--- src/rtl/fp_error_defs.svh ---
// register offsets, field positions, reset values and constants of the fp error unit
`ifndef FP_ERROR_DEFS_SVH
`define FP_ERROR_DEFS_SVH

`define FPE_ADDR_W            8
`define FPE_OFF_CONTROL       8'h00
`define FPE_OFF_STATUS_WORD   8'h04
`define FPE_OFF_EXC_MASK      8'h08
`define FPE_OFF_FAULT_IP      8'h0C
`define FPE_OFF_IRQ_STATUS    8'h10
`define FPE_OFF_IRQ_MASK      8'h14
`define FPE_OFF_PIN_STATE     8'h18

`define FPE_NATIVE_BIT        5
`define FPE_FLAGS_W           6
`define FPE_SUMMARY_BIT       7
`define FPE_EVENTS_W          4

`define FPE_EV_UNMASKED       0
`define FPE_EV_PIN_RISE       1
`define FPE_EV_STALL          2
`define FPE_EV_VECTOR         3

`define FPE_PIN_ERROR_OUT     0
`define FPE_PIN_IGNORE        1
`define FPE_PIN_IRQ_REQUEST   2
`define FPE_PIN_STALL         3

`define FPE_CONTROL_RESET     32'h0000_0000
`define FPE_EXC_MASK_RESET    6'h3F
`define FPE_IRQ_MASK_RESET    4'h0
`define FPE_VECTOR_NUM        8'h10

`endif

--- src/rtl/fp_error_pkg.sv ---
// types shared by the fp error reporting unit and its bench
package fp_error_pkg;

  typedef enum logic [2:0] {
    KIND_OTHER      = 3'b000,
    KIND_WAIT       = 3'b001,
    KIND_FP_WAITING = 3'b010,
    KIND_FP_NOWAIT  = 3'b011,
    KIND_SIMD       = 3'b100
  } insn_kind_t;

  typedef enum logic [1:0] {
    PIN_IDLE     = 2'b00,
    PIN_DEFERRED = 2'b01,
    PIN_ASSERTED = 2'b10
  } pin_state_t;

  typedef struct packed {
    logic [5:0]  flags;
    logic        defer;
    logic [31:0] ip;
  } exc_report_t;

  typedef struct packed {
    logic        valid;
    insn_kind_t  kind;
  } insn_req_t;

endpackage : fp_error_pkg

--- src/rtl/fp_error_pin_reporting.sv ---
// fp error reporting unit: status word, error pin, instruction freeze, avalon register slave
`timescale 1ns/1ps
`include "fp_error_defs.svh"

// Functional notes
// RL1 - native select clear means reporting through error pin, request and ignore pins.
// RL2 - an unmasked exception sets its own flag and the summary flag.
// RL3 - with ignore low, error pin rises at once or before next waiting instruction.
// RL4 - pending unmasked exception freezes next wait, waiting fp or simd instruction.
// RL5 - outside logic routes error pin to interrupt controller line thirteen, vector 75H.
// RL6 - the interrupt controller raises the request input for vector 75H.
// RL7 - ignore high makes the unit disregard error conditions and raise nothing; the code does so only with native select clear.
// RL8 - faulting instruction pointer is kept for the handler to restart there.
// RL9 - native select set reports pending exceptions internally on vector 16.
// RL10 - non-waiting fp instructions run without stall even with an exception pending.
// RL11 - error pin stays high until software clears flags and summary, then drops.
module fp_error_pin_reporting (
  input  wire logic                       clk,
  input  wire logic                       reset,
  input  wire logic [`FPE_ADDR_W-1:0]     address,
  input  wire logic                       read,
  input  wire logic                       write,
  input  wire logic [31:0]                writedata,
  input  wire logic [3:0]                 byteenable,
  output logic      [31:0]                readdata,
  output logic                            waitrequest,
  input  wire fp_error_pkg::exc_report_t  exc_report,
  input  wire logic                       exc_valid,
  input  wire fp_error_pkg::insn_req_t    insn_req,
  output logic                            insn_accept,
  output logic                            insn_stall,
  output logic                            fp_error_vector_take,
  output logic      [7:0]                 fp_error_vector,
  output logic                            fp_error_out,
  input  wire logic                       ignore_numeric_error_in,
  input  wire logic                       interrupt_request_in,
  output logic                            irq
);

  function automatic logic is_waiting(input fp_error_pkg::insn_kind_t kind);
    is_waiting = (kind == fp_error_pkg::KIND_WAIT) || (kind == fp_error_pkg::KIND_FP_WAITING) ||
                 (kind == fp_error_pkg::KIND_SIMD);
  endfunction : is_waiting

  function automatic logic [31:0] merge(input logic [31:0] old, input logic [31:0] data, input logic [3:0] be);
    for (int i = 0; i < 4; i++) begin
      merge[i*8 +: 8] = be[i] ? data[i*8 +: 8] : old[i*8 +: 8];
    end
  endfunction : merge

  logic [31:0]                control_register_zero;
  logic [`FPE_FLAGS_W-1:0]    exc_flags;
  logic                       error_summary_flag;
  logic [`FPE_FLAGS_W-1:0]    exc_mask;
  logic [31:0]                fault_ip;
  logic [`FPE_EVENTS_W-1:0]   irq_status;
  logic [`FPE_EVENTS_W-1:0]   irq_mask;
  logic [`FPE_EVENTS_W-1:0]   events;
  logic                       vector_sent;
  fp_error_pkg::pin_state_t   pin_state;
  fp_error_pkg::pin_state_t   next_pin_state;
  logic [31:0]                next_readdata;

  logic native_report_select;
  logic wr_done;
  logic rd_done;
  logic sw_status_write;
  logic [31:0] status_merged;
  logic [`FPE_FLAGS_W-1:0] unmasked;
  logic raise;
  logic waiting_blocked;

  assign native_report_select = control_register_zero[`FPE_NATIVE_BIT];
  assign wr_done = write & ~waitrequest;
  assign rd_done = read & ~waitrequest;
  assign sw_status_write = wr_done && (address == `FPE_OFF_STATUS_WORD);
  assign status_merged = merge({24'h00_0000, error_summary_flag, 1'b0, exc_flags}, writedata, byteenable);
  assign unmasked = exc_report.flags & ~exc_mask;
  // ignore pin only matters in compatibility mode
  assign raise = exc_valid && (unmasked != '0) && (native_report_select || !ignore_numeric_error_in); // RL7
  assign waiting_blocked = insn_req.valid && is_waiting(insn_req.kind) && error_summary_flag;

  // avalon slave: one wait state on every access
  always_ff @(posedge clk) begin
    if (reset) begin
      waitrequest <= 1'b1;
    end else begin
      waitrequest <= !((read | write) & waitrequest);
    end
  end

  always_comb begin
    next_readdata = 32'h0000_0000;
    case (address)
      `FPE_OFF_CONTROL:     next_readdata = control_register_zero;
      `FPE_OFF_STATUS_WORD: next_readdata = {24'h00_0000, error_summary_flag, 1'b0, exc_flags};
      `FPE_OFF_EXC_MASK:    next_readdata = {26'h000_0000, exc_mask};
      `FPE_OFF_FAULT_IP:    next_readdata = fault_ip;
      `FPE_OFF_IRQ_STATUS:  next_readdata = {28'h000_0000, irq_status};
      `FPE_OFF_IRQ_MASK:    next_readdata = {28'h000_0000, irq_mask};
      `FPE_OFF_PIN_STATE:   next_readdata = {28'h000_0000, insn_stall, interrupt_request_in,
                                             ignore_numeric_error_in, fp_error_out};
      default:              next_readdata = 32'h0000_0000;
    endcase
  end

  always_ff @(posedge clk) begin
    if (reset) begin
      readdata <= 32'h0000_0000;
    end else if (read & waitrequest) begin
      readdata <= next_readdata;
    end
  end

  always_ff @(posedge clk) begin
    if (reset) begin
      control_register_zero <= `FPE_CONTROL_RESET;
      exc_mask              <= `FPE_EXC_MASK_RESET;
      irq_mask              <= `FPE_IRQ_MASK_RESET;
    end else if (wr_done) begin
      if (address == `FPE_OFF_CONTROL) begin
        control_register_zero <= merge(control_register_zero, writedata, byteenable); // RL1
      end
      if (address == `FPE_OFF_EXC_MASK && byteenable[0]) begin
        exc_mask <= writedata[`FPE_FLAGS_W-1:0];
      end
      if (address == `FPE_OFF_IRQ_MASK && byteenable[0]) begin
        irq_mask <= writedata[`FPE_EVENTS_W-1:0];
      end
    end
  end

  // status word: hardware set wins over a software clear in the same cycle
  always_ff @(posedge clk) begin
    if (reset) begin
      exc_flags          <= '0;
      error_summary_flag <= 1'b0;
    end else begin
      if (sw_status_write) begin
        exc_flags          <= status_merged[`FPE_FLAGS_W-1:0] | (raise ? unmasked : '0);
        error_summary_flag <= status_merged[`FPE_SUMMARY_BIT] | raise;
      end else if (raise) begin
        exc_flags          <= exc_flags | unmasked; // RL2
        error_summary_flag <= 1'b1; // RL2
      end
    end
  end

  // first faulting pointer kept until the summary is cleared or a raise coincides with a status word write
  always_ff @(posedge clk) begin
    if (reset) begin
      fault_ip <= 32'h0000_0000;
    end else if (raise && (!error_summary_flag || sw_status_write)) begin
      fault_ip <= exc_report.ip; // RL8
    end
  end

  // error pin sequencing in compatibility mode
  always_comb begin
    next_pin_state = pin_state;
    case (pin_state)
      fp_error_pkg::PIN_IDLE: begin
        if (raise && !native_report_select) begin
          next_pin_state = exc_report.defer ? fp_error_pkg::PIN_DEFERRED : fp_error_pkg::PIN_ASSERTED; // RL3
        end
      end
      fp_error_pkg::PIN_DEFERRED: begin
        if (!error_summary_flag) begin
          next_pin_state = fp_error_pkg::PIN_IDLE;
        end else if (waiting_blocked && !ignore_numeric_error_in) begin
          next_pin_state = fp_error_pkg::PIN_ASSERTED; // RL3
        end
      end
      fp_error_pkg::PIN_ASSERTED: begin
        if (!error_summary_flag && !raise) begin
          next_pin_state = fp_error_pkg::PIN_IDLE; // RL11
        end
      end
      default: next_pin_state = fp_error_pkg::PIN_IDLE;
    endcase
    if (native_report_select) begin
      next_pin_state = fp_error_pkg::PIN_IDLE; // RL1
    end
  end

  always_ff @(posedge clk) begin
    if (reset) begin
      pin_state    <= fp_error_pkg::PIN_IDLE;
      fp_error_out <= 1'b0;
    end else begin
      pin_state    <= next_pin_state;
      fp_error_out <= (next_pin_state == fp_error_pkg::PIN_ASSERTED); // RL11
    end
  end

  // instruction gate: waiting kinds freeze while summary set, others pass
  always_ff @(posedge clk) begin
    if (reset) begin
      insn_accept <= 1'b0;
      insn_stall  <= 1'b0;
    end else begin
      insn_accept <= insn_req.valid && !insn_accept && !waiting_blocked; // RL10
      insn_stall  <= waiting_blocked; // RL4
    end
  end

  // native vector: one pulse per pending summary, at the blocked instruction
  always_ff @(posedge clk) begin
    if (reset) begin
      fp_error_vector_take <= 1'b0;
      fp_error_vector      <= 8'h00;
      vector_sent          <= 1'b0;
    end else begin
      fp_error_vector_take <= 1'b0;
      if (!error_summary_flag) begin
        vector_sent <= 1'b0;
      end else if (native_report_select && waiting_blocked && !vector_sent) begin
        fp_error_vector_take <= 1'b1; // RL9
        fp_error_vector      <= `FPE_VECTOR_NUM; // RL9
        vector_sent          <= 1'b1;
      end
    end
  end

  assign events[`FPE_EV_UNMASKED] = raise;
  assign events[`FPE_EV_PIN_RISE] = (next_pin_state == fp_error_pkg::PIN_ASSERTED) && !fp_error_out;
  assign events[`FPE_EV_STALL]    = waiting_blocked && !insn_stall;
  assign events[`FPE_EV_VECTOR]   = native_report_select && waiting_blocked && !vector_sent;

  // sticky event bits, cleared by reading; a coincident event stays set
  for (genvar g = 0; g < `FPE_EVENTS_W; g++) begin : g_irq
    always_ff @(posedge clk) begin
      if (reset) begin
        irq_status[g] <= 1'b0;
      end else if (events[g]) begin
        irq_status[g] <= 1'b1;
      end else if (rd_done && address == `FPE_OFF_IRQ_STATUS) begin
        irq_status[g] <= 1'b0;
      end
    end
  end

  always_ff @(posedge clk) begin
    if (reset) begin
      irq <= 1'b0;
    end else begin
      irq <= |(irq_status & irq_mask);
    end
  end

endmodule : fp_error_pin_reporting

--- config.mk ---
export PLATFORM = sky130hd
export DESIGN_NAME = fp_error_pin_reporting
export DESIGN_NICKNAME = d
export VERILOG_FILES = /design/src/rtl/fp_error_pkg.sv /design/src/rtl/fp_error_pin_reporting.sv
export VERILOG_INCLUDE_DIRS = /design/src /design/src/rtl
export SDC_FILE = /design/constraint.sdc
export NUM_CORES = 1
export LEC_CHECK = 0
export ABC_AREA = 0
export BUFFER_PORTS_ARGS = -buffer_cell sky130_fd_sc_hd__buf_2
export CAP_MARGIN = 20
export CORE_UTILIZATION = 50
export DETAILED_ROUTE_END_ITERATION = 16
export HOLD_SLACK_MARGIN = 0.08
export PLACE_DENSITY = 0.76
export SLEW_MARGIN = 25
export SYNTH_ARGS = -nofsm -noshare
export SYNTH_HDL_FRONTEND = slang
export SYNTH_SLANG_ARGS = --single-unit
--- constraint.sdc ---
create_clock -name clk -period 2.3 [get_ports clk]
set_clock_uncertainty 0.2 [all_clocks]
set_input_delay 0.23 -clock clk [delete_from_list [all_inputs] [get_ports clk]]
set_output_delay 0.23 -clock clk [all_outputs]
set_load 0.005 [all_outputs]
==> out/metrics.csv, run 1 <==
stage;metric;value;unit
die;Ports;140;
power;maximum VDD drop;348;uV
final_layout;area of the multi-input gates;2580;um2
yosys;Syn Inst Count;591;
outcome;status;finished, final reports clean;
placed_design;gpl congestion;0.821;
route;DR iter-0 viols;568;
clock_tree;clock-pin slew on the worst setup and hold paths;0.06;ns
worst_setup_path;critical path startpoint category;input pin;
sta;Fmax;449;MHz
clock_tree;htree depth;4;
sta;hold_ws;0.0926;ns
worst_setup_path;R2R Path Start;waitrequest$_SDFF_PP1_;
yosys;FFs w/ async S/R, synth;0;%
route;Routed WL;17300;um
yosys;Syn. warnings;0;
sta;Fin. Hold Viols;0;
clock_tree;Longest Clk Path Bufs;2;
worst_setup_path;crit path launch;address[7];
route;Antenna Violating Nets Remaining;0;
sta;Slew Limit Headroom;63.3;%
placed_design;port bufs;132;
yosys;Yosys cell types;52;
final_layout;fillers;672;
placed_design;dpl ws;-0.0726;ns
sta;# setup viols final;0;
final_layout;Post-Route Utilization;76.1;%
placed_design;dpl hpwl;10400;um
worst_setup_path;crit-path cells;buf_2 -> or4_4 -> nor4b_4 -> buf_6 -> nand3_2 -> buf_12 -> mux2i_1 -> dlygate4sd3_1 -> nor2_1;
worst_setup_path;critical path data arrival time;2.43;ns
worst_setup_path;kind of critical path;in2reg;
die;Initial Util;51.7;%
die;Die W;105;um
grt;vias in the first global route;5509;
final_layout;storage element area;2540;um2
clock_tree;CTS tree;done;
yosys;EDFF count, synth;0;
route;Via density;5.65;
worst_hold_path;Worst Hold Depth;5;
worst_setup_path;critical path's slowest cell;or4_4;
flow_run;Max Cap Viol;0;
route;First-pass DRT Iterations;5;
grt;pin count of the biggest net entering global routing;78;
clock_tree;Num CTS Buffers;17;
yosys;Most used DFF post-synth;dfxtp_1;
clock_tree;Clock Latency Late Sink;0.52;ns
power;leak pwr;3.30;nW
route;DRC Markers;0;
yosys;part of the Yosys area used for sequential elements;47.6;%
yosys;Avg Cell Area, Syn;9.03;um2
final_layout;layout cells sized above 1;25.8;%
worst_setup_path;cell depth of the worst flop-to-flop path;6;
route;routed via count;5513;
route;Avg WL per Cell;17.8;um
grt;global route total overflow;0;
sta;Setup WS post-layout;0.0747;ns
clock_tree;Root Buffer;clkbuf_8;
worst_hold_path;Hold WC Path Type;in2reg;
worst_hold_path;Hold Crit Start;byteenable[2];
grt;initial antenna violation count;0;
die;Core Rows;37;
final_layout;Area growth, synth to finish;47.1;%
die;die footprint;11100;um2
sta;Worst Tran Pin Value;0.550;ns
worst_setup_path;Worst Path Max Fanout;8;
yosys;Synth Register Bits;127;
worst_setup_path;crit-path max cell delay;0.59;ns
worst_setup_path;WP data required;2.50;ns
die;die height;105;um
yosys;Syn Std Cell Area;5340;um2
sta;post-route minimum period;2.23;ns
final_layout;layout net count;922;
die;Core ar.;10300;um2
grt;first-pass GRT wire length;27600;um
final_layout;most frequent cells in the layout;131 x buf_2, 127 x dfxtp_1, 97 x nand2_1, 94 x dlygate4sd3_1, 67 x nor2_1;
final_layout;ANT cells;0;
worst_setup_path;crit end category;register;
final_layout;commonest non-fill, non-tap cell in the layout;buf_2;
sta;period utilization;96.8;%
sta;Max Slew Vio Count;0;
grt;gr usage total;32.0;%
power;Pwr Density;675;nW/um2
clock_tree;clock sink count;127;
flip-flops by register name (all words and copies together) (netlist names):
register / cells
control_register_zero: 32
fault_ip: 32
readdata: 32
exc_flags: 6
exc_mask: 6
irq_mask: 4
irq_status: 4
pin_state: 2
error_summary_flag: 1
fp_error_out: 1
fp_error_vector: 1
fp_error_vector_take: 1
insn_accept: 1
insn_stall: 1
irq: 1
vector_sent: 1
waitrequest: 1
layer usage:
layer / GRT usage (%) / part of all wire, % / vias to the layer above / wire length (um)
li1: - / - / 2544 / -
met1: 38.3 / 41 / 2644 / 7120
met2: 54.8 / 50 / 270 / 8630
met3: 5.81 / 5.8 / 55 / 998
met4: 16.1 / 3.4 / 0 / 581
met5: 0 / 0 / - / 0
cells by family after synthesis:
kind of cell | Yosys count | synth area share, %
AO/OA/AOI/OAI | 134 | 17.3
XOR/XNOR | 1 | 0.164
buffers and inverters | 56 | 5.34
flip-flops | 127 | 47.6
multiplexers | 53 | 10.5
other | 1 | 0.0702
AND/OR/NAND/NOR | 219 | 19.1
report_power, final:
group          total (mW)  leakage [nW]  switching, mW  internal (mW)
Clock                2.74         0.290           1.00           1.74
Combinational       0.358          1.99          0.167          0.190
Sequential           2.21          1.02        0.00233           2.20
cells in the mapped netlist (2+ instances only):
library cell	n	share of area, %
a222oi_1	5	0.94
buf_4	11	1.5
mux2i_1	49	9.2
buf_2	3	0.28
nor3_1	5	0.47
a2bb2oi_1	25	4.1
buf_6	4	0.84
and2_1	3	0.35
nand3_2	3	0.56
o21ai_1	4	0.37
o31a_1	2	0.33
a22oi_1	27	3.8
o211ai_1	2	0.28
and3_1	4	0.47
mux4_2	2	0.84
a21oi_1	53	5.0
a221oi_2	2	0.56
nand2b_1	5	0.59
nand3_1	10	0.94
nor4_2	2	0.47
nor3b_1	2	0.28
clkbuf_1	29	2.0
o22ai_1	2	0.23
nand2_1	97	6.8
a211oi_1	2	0.28
nor2_1	67	4.7
mux2_2	2	0.42
or4_4	2	0.42
nor2b_1	9	1.1
o21ai_0	3	0.28
inv_1	8	0.56
dfxtp_1	127	48
worst max-delay path, delay by kind of cell:
kind / cells / cell delay, ns
simple gates: 4 / 1.06
buf+inv: 4 / 1.00
mux: 1 / 0.14
worst paths after layout:
check,endpoint,slack [ns]
max,control_register_zero[29]$_SDFFE_PP0P_,0.07
min,control_register_zero[23]$_SDFFE_PP0P_,0.09
max reg2reg,control_register_zero[6]$_SDFFE_PP0P_,0.18
min reg2reg,fp_error_vector[4]$_SDFFE_PP0P_,0.26
through the flow:
step | setup TNS [ns] | std cells | instance area [um2] | total power, mW
2_1_floorplan | 0 | 597 | 5360 | 2.36
3_3_place_gp | -0.870 | 844 | 6210 | 2.48
3_5_place_dp | -1.48 | 844 | 6210 | 2.48
4_1_cts | 0 | 976 | 7840 | 5.29
5_1_grt | -0.00372 | 976 | 7850 | 5.43
6_report | 0 | 976 | 7850 | 5.31
repair_timing:
action | in CTS | in global routing
buffers inserted | 0 | 6
endpoints found under the setup margin | 0 | 17
hold buffers | 101 | 1
hold endpoints to repair | 101 | 4
resized for setup | 0 | 7
final cells by class:
type	instances	share of cell area (%)
Sequential cell	127	32.4
Clock inverter	11	1.99
Multi-Input combinational cell	414	32.9
Tap cell	136	2.17
Inverter	8	0.382
Timing Repair Buffer	260	24.4
Clock buffer	20	5.80
Note: power is estimated with default switching activity, not from simulation.
==> inputs of run 2 (changes only) <==
CORE_UTILIZATION = 53   (was 50)
PLACE_DENSITY = 0.8   (was 0.76)
==> out/metrics.csv, run 2 (same netlist as run 1, synthesis figures left out) <==
stage;metric;value;unit
placed_design;gpl congestion;0.957;
die;die footprint;10500;um2
route;DRC Markers;0;
power;clock network fraction of total power;50.7;%
clock_tree;Num CTS Buffers;17;
placed_design;dpl hpwl;10000;um
final_layout;most frequent cells in the layout;131 x buf_2, 127 x dfxtp_1, 97 x nand2_1, 93 x dlygate4sd3_1, 67 x nor2_1;
power;Tot Pwr;5.20;mW
die;Core ar.;9770;um2
worst_setup_path;cell depth of the worst flop-to-flop path;7;
worst_setup_path;WP data required;2.53;ns
worst_hold_path;Hold Crit Start;ignore_numeric_error_in;
clock_tree;htree depth;4;
route;Via density;5.83;
sta;Fmax;439;MHz
worst_setup_path;critical path startpoint category;input pin;
final_layout;biggest regs;control_register_zero (32), fault_ip (32), readdata (32);
route;Routed WL;17700;um
worst_setup_path;R2R Path Start;waitrequest$_SDFF_PP1_;
power;NetSw;1.16;mW
grt;met2 Usage GRT;58.3;%
sta;post-route minimum period;2.28;ns
worst_hold_path;Worst Hold Depth;5;
power;Pwr Density;674;nW/um2
final_layout;number of non-filler instances in the completed layout;961;
worst_setup_path;Reg2Reg Setup Slack;0.03;ns
clock_tree;Longest Clk Path Bufs;2;
die;Ports;140;
clock_tree;clock sink count;127;
die;Initial Util;54.6;%
worst_setup_path;crit-path max cell delay;0.56;ns
final_layout;commonest non-fill, non-tap cell in the layout;buf_2;
sta;# setup viols final;0;
sta;Fin. Hold Viols;0;
grt;vias in the first global route;5543;
clock_tree;clock-pin slew on the worst setup and hold paths;0.06;ns
clock_tree;CTS tree;done;
die;Core Rows;36;
placed_design;DP Area;6190;um2
sta;TNS Setup;0;ns
worst_hold_path;hold endpoint;pin_state[1]$_SDFF_PP0_;
die;Die W;102;um
placed_design;port bufs;132;
final_layout;ANT cells;0;
grt;first-pass GRT wire length;27200;um
worst_setup_path;r2r endpoint;control_register_zero[2]$_SDFFE_PP0P_;
grt;initial antenna violation count;0;
final_layout;storage element area;2540;um2
worst_setup_path;crit-path cells;dlygate4sd3_1 -> buf_2 -> nor2b_1 -> buf_4 -> and2_1 -> buf_4 -> nand3_1 -> dlygate4sd3_1 -> a21oi_1;
sta;Slew Limit Headroom;58.7;%
route;DR iter-0 viols;574;
grt;gr busiest metal;met2;
worst_setup_path;Worst Path Max Fanout;7;
power;maximum VDD drop;541;uV
grt;GRT met1 Usage;40.3;%
final_layout;layout net count;910;
clock_tree;Root Buffer;clkbuf_8;
route;routed via count;5603;
power;register share of total power;42.4;%
worst_setup_path;critical path data arrival time;2.51;ns
grt;gr usage total;34.4;%
grt;global route total overflow;0;
placed_design;dpl ws;-0.0165;ns
final_layout;layout cells sized above 1;24.5;%
worst_setup_path;CP top delay family;buffers and inverters;
worst_setup_path;crit end category;register;
worst_setup_path;sum of buffers and inverters on the critical path;5;
route;Avg WL per Cell;18.4;um
outcome;status;finished, final reports clean;
power;leak pwr;3.26;nW
sta;Worst Tran Pin Value;0.618;ns
clock_tree;Clock Latency Late Sink;0.51;ns
power;Comb pwr share;6.9;%
final_layout;fillers;605;
power;Switching Fraction;22.4;%
route;Antenna Violating Nets Remaining;0;
sta;period utilization;99.1;%
worst_hold_path;Hold WC Path Type;in2reg;
worst_setup_path;critical path's slowest cell;dlygate4sd3_1;
sta;Setup WS post-layout;0.0215;ns
grt;met3 Use GR;8.69;%
power;Int Pwr;4.04;mW
route;First-pass DRT Iterations;7;
final_layout;area of the multi-input gates;2560;um2
final_layout;design area;7710;um2
worst_setup_path;kind of critical path;in2reg;
final_layout;Area growth, synth to finish;44.4;%
placed_design;cell count after placement;837;
flow_run;Max Cap Viol;0;
sta;RSZ-0062 raised after global routing;false;
die;die height;102;um
grt;pin count of the biggest net entering global routing;76;
sta;Max Slew Vio Count;0;
## run 2: changes by cell type in the layout (fill, tap and decap cells not counted), moves of 2 or more
| cell | previous run | this run |
|---|---|---|
| buf_4 | 29 | 19 |
| clkinv_2 | 0 | 5 |
| clkbuf_8 | 4 | 1 |
| clkinvlp_4 | 3 | 1 |
| mux2i_1 | 47 | 49 |
| mux2i_2 | 2 | 0 |
## run 2: worst min-delay path: stages
cell       delay [ns]
buf_2            0.09
inv_1            0.06
o2111ai_1        0.09
nor3_1           0.08
o31a_1           0.24
## run 2: metrics by stage
| step | hold slack (ns) | utilization, % |
|---|---|---|
| 2_1_floorplan | 0.146 | - |
| 3_3_place_gp | 0.235 | 63.3 |
| 3_5_place_dp | 0.237 | 63.3 |
| 4_1_cts | 0.0977 | 78.8 |
| 5_1_grt | 0.144 | 78.9 |
| 6_report | 0.130 | 78.9 |
## run 2: worst max path at each step
stage / from / cells past startpoint / to
floorplan: address[0] / 6 / readdata[0]$_SDFFE_PP0P_
global placement: address[0] / 7 / exc_mask[3]$_SDFFE_PP1P_
detailed placement: address[0] / 7 / control_register_zero[9]$_SDFFE_PP0P_
CTS: address[0] / 8 / control_register_zero[31]$_SDFFE_PP0P_
global route: address[0] / 8 / control_register_zero[30]$_SDFFE_PP0P_
finish: write / 9 / control_register_zero[2]$_SDFFE_PP0P_
## run 2: repair_timing
action	4_1_cts	5_1_grt
hold endpoints to repair	93	0
hold buffers	93	0
setup buffers	0	0
setup endpoints to repair	0	5
gates resized for setup	0	1
## run 2: area by class of cell
type	count	share of cell area [%]
Inverter	8	0.389
Sequential cell	127	33.0
Timing Repair Buffer	248	23.7
Clock buffer	17	5.37
Clock inverter	14	2.16
Tap cell	133	2.16
Multi-Input combinational cell	414	33.2
## run 2: power by group through the flow
stage / Clock (mW) / Sequential (mW) / Combinational (mW)
final: 2.64 / 2.21 / 0.356
after global routing: 2.73 / 2.21 / 0.378
after CTS: 2.62 / 2.21 / 0.340
after detailed placement: 0 / 2.25 / 0.230
after global placement: 0 / 2.25 / 0.227
after floorplan: 0 / 2.25 / 0.106
## run 2: routing by layer
metal	up-vias	part of all wire, %
met2	360	49
li1	2527	-
met3	80	8.7
met5	-	0
met4	0	4.0
met1	2636	38
==> inputs of run 3 (changes only) <==
==> constraint.sdc (replaced) <==
create_clock -name clk -period 2.3 [get_ports clk]
set_clock_uncertainty 0.2 [all_clocks]
set_input_delay 0.46 -clock clk [delete_from_list [all_inputs] [get_ports clk]]
set_output_delay 0.46 -clock clk [all_outputs]
set_load 0.005 [all_outputs]
==> out/metrics.csv, run 3 (same netlist as run 1, synthesis figures left out) <==
stage;metric;value;unit
outcome;status;finished, final reports clean;
sta;post-route minimum period;2.23;ns
clock_tree;Longest Clk Path Bufs;2;
sta;Fin. Hold Viols;0;
sta;Fmax;448;MHz
worst_setup_path;crit-path cells;dlygate4sd3_1 -> buf_2 -> nor2b_1 -> buf_4 -> and2_2 -> buf_4 -> nand2_2 -> mux2i_2 -> a21oi_1;
sta;period utilization;97.1;%
sta;# setup viols final;0;
worst_setup_path;most frequent CP cell;buf_4;
final_layout;layout net count;895;
route;Via density;5.60;
worst_setup_path;critical path's slowest cell;dlygate4sd3_1;
die;Initial Util;54.6;%
route;DRC Markers;0;
route;First-pass DRT Iterations;5;
final_layout;biggest regs;control_register_zero (32), fault_ip (32), readdata (32);
grt;met3 Use GR;6.22;%
flow_run;Max Cap Viol;0;
power;leak pwr;3.22;nW
route;Routed WL;16500;um
final_layout;area of the multi-input gates;2580;um2
grt;first-pass GRT wire length;25800;um
die;die height;102;um
clock_tree;htree depth;4;
clock_tree;clock-pin slew on the worst setup and hold paths;0.06;ns
worst_hold_path;Hold WC Path Type;in2reg;
route;DR iter-0 viols;295;
route;routed via count;5305;
final_layout;fillers;665;
die;Die W;102;um
die;Core Rows;36;
clock_tree;Setup Fix Bufs, Post-CTS;0;
final_layout;number of non-filler instances in the completed layout;947;
clock_tree;clock sink count;127;
final_layout;layout cells sized above 1;26.8;%
clock_tree;Clock Latency Late Sink;0.53;ns
clock_tree;CTS tree;done;
sta;Slew Limit Headroom;63.0;%
worst_setup_path;crit-path max cell delay;0.53;ns
final_layout;ANT cells;0;
grt;pin count of the biggest net entering global routing;59;
sta;Max Slew Vio Count;0;
worst_setup_path;critical path startpoint category;input pin;
clock_tree;Num CTS Buffers;17;
grt;GRT met1 Usage;39.2;%
power;maximum VDD drop;533;uV
final_layout;Area growth, synth to finish;42.1;%
worst_setup_path;Worst Path Max Fanout;7;
die;Core ar.;9770;um2
final_layout;storage element area;2540;um2
grt;gr usage total;32.9;%
power;Tot Pwr;5.23;mW
final_layout;commonest non-fill, non-tap cell in the layout;buf_2;
placed_design;port bufs;132;
final_layout;most frequent cells in the layout;131 x buf_2, 127 x dfxtp_1, 96 x nand2_1, 68 x dlygate4sd3_1, 67 x nor2_1;
route;Avg WL per Cell;17.4;um
route;Antenna Violating Nets Remaining;0;
placed_design;dpl hpwl;10300;um
worst_setup_path;WP data required;2.51;ns
power;Pwr Density;689;nW/um2
sta;Worst Tran Pin Value;0.553;ns
grt;met2 Usage GRT;56.3;%
worst_setup_path;kind of critical path;in2reg;
grt;initial antenna violation count;0;
clock_tree;Root Buffer;clkbuf_8;
sta;RSZ-0062 raised after global routing;false;
worst_setup_path;critical path data arrival time;2.44;ns
grt;vias in the first global route;5356;
worst_setup_path;crit end category;register;
placed_design;gpl congestion;0.932;
grt;global route total overflow;0;
die;die footprint;10500;um2
grt;gr busiest metal;met2;
die;Ports;140;
placed_design;cell count after placement;847;
run 3: changes by cell type in the layout (fill, tap and decap cells not counted), moves of 2 or more:
cell,before,now
clkbuf_1,0,2
dlygate4sd3_1,93,68
clkinv_2,5,2
buf_12,5,7
a2bb2oi_2,0,2
a2bb2oi_1,25,23
clkinvlp_4,1,3
buf_4,19,27
run 3: metal layers:
layer	wire (um)	part of all wire [%]
met5	0	0
met4	468	2.8
met3	926	5.6
met2	8460	51
met1	6650	40
run 3: critical path: cells and delay by family:
family | cells | cell delay, ns
buffers and inverters | 4 | 0.98
and+or+nand+nor | 3 | 0.60
muxes | 1 | 0.30
AOI/OAI and AO/OA | 1 | 0.10
run 3: power breakdown:
| part | internal [mW] | switching (mW) |
|---|---|---|
| registers | 2.20 | 0.00222 |
| clock network | 1.68 | 1.00 |
| logic | 0.177 | 0.159 |
| total | 4.06 | 1.16 |
run 3: repair_timing:
action	CTS	global route
hold endpoints to repair	75	0
gates resized for setup	0	3
setup endpoints to repair	0	4
hold buffers	68	0
run 3: layout make-up:
cell class                 instances  area share [%]
timing repair buffer             233            22.1
multi-input combinational        414            34.0
clock inverter                    12            2.08
tap                              133            2.19
inverter                           8           0.396
sequential                       127            33.5
clock buffer                      20            5.74
run 3: metrics by stage:
stage	TNS, ns	hold slack [ns]	cell area (um2)	util (%)	setup slack, ns
after global routing	0	0.148	7590	77.6	0.00736
after global placement	-13.81	0.234	6310	64.5	-0.223
final	0	0.140	7590	77.6	0.0675
after CTS	0	0.133	7580	77.6	0.0974
after floorplan	-2.71	0.233	5410	-	-0.0904
after detailed placement	-17.96	0.241	6310	64.5	-0.269
run 3: worst paths after layout:
path | start | end | slack [ns] | cells past startpoint
hold / removal | exc_report[34] | exc_flags[1]$_SDFFE_PP0P_ | 0.14 | 4
setup / recovery | write | error_summary_flag$_SDFFE_PP0P_ | 0.07 | 9
hold reg to reg | fp_error_vector[4]$_SDFFE_PP0P_ | fp_error_vector[4]$_SDFFE_PP0P_ | 0.25 | 2
setup reg to reg | waitrequest$_SDFF_PP1_ | error_summary_flag$_SDFFE_PP0P_ | 0.32 | 7
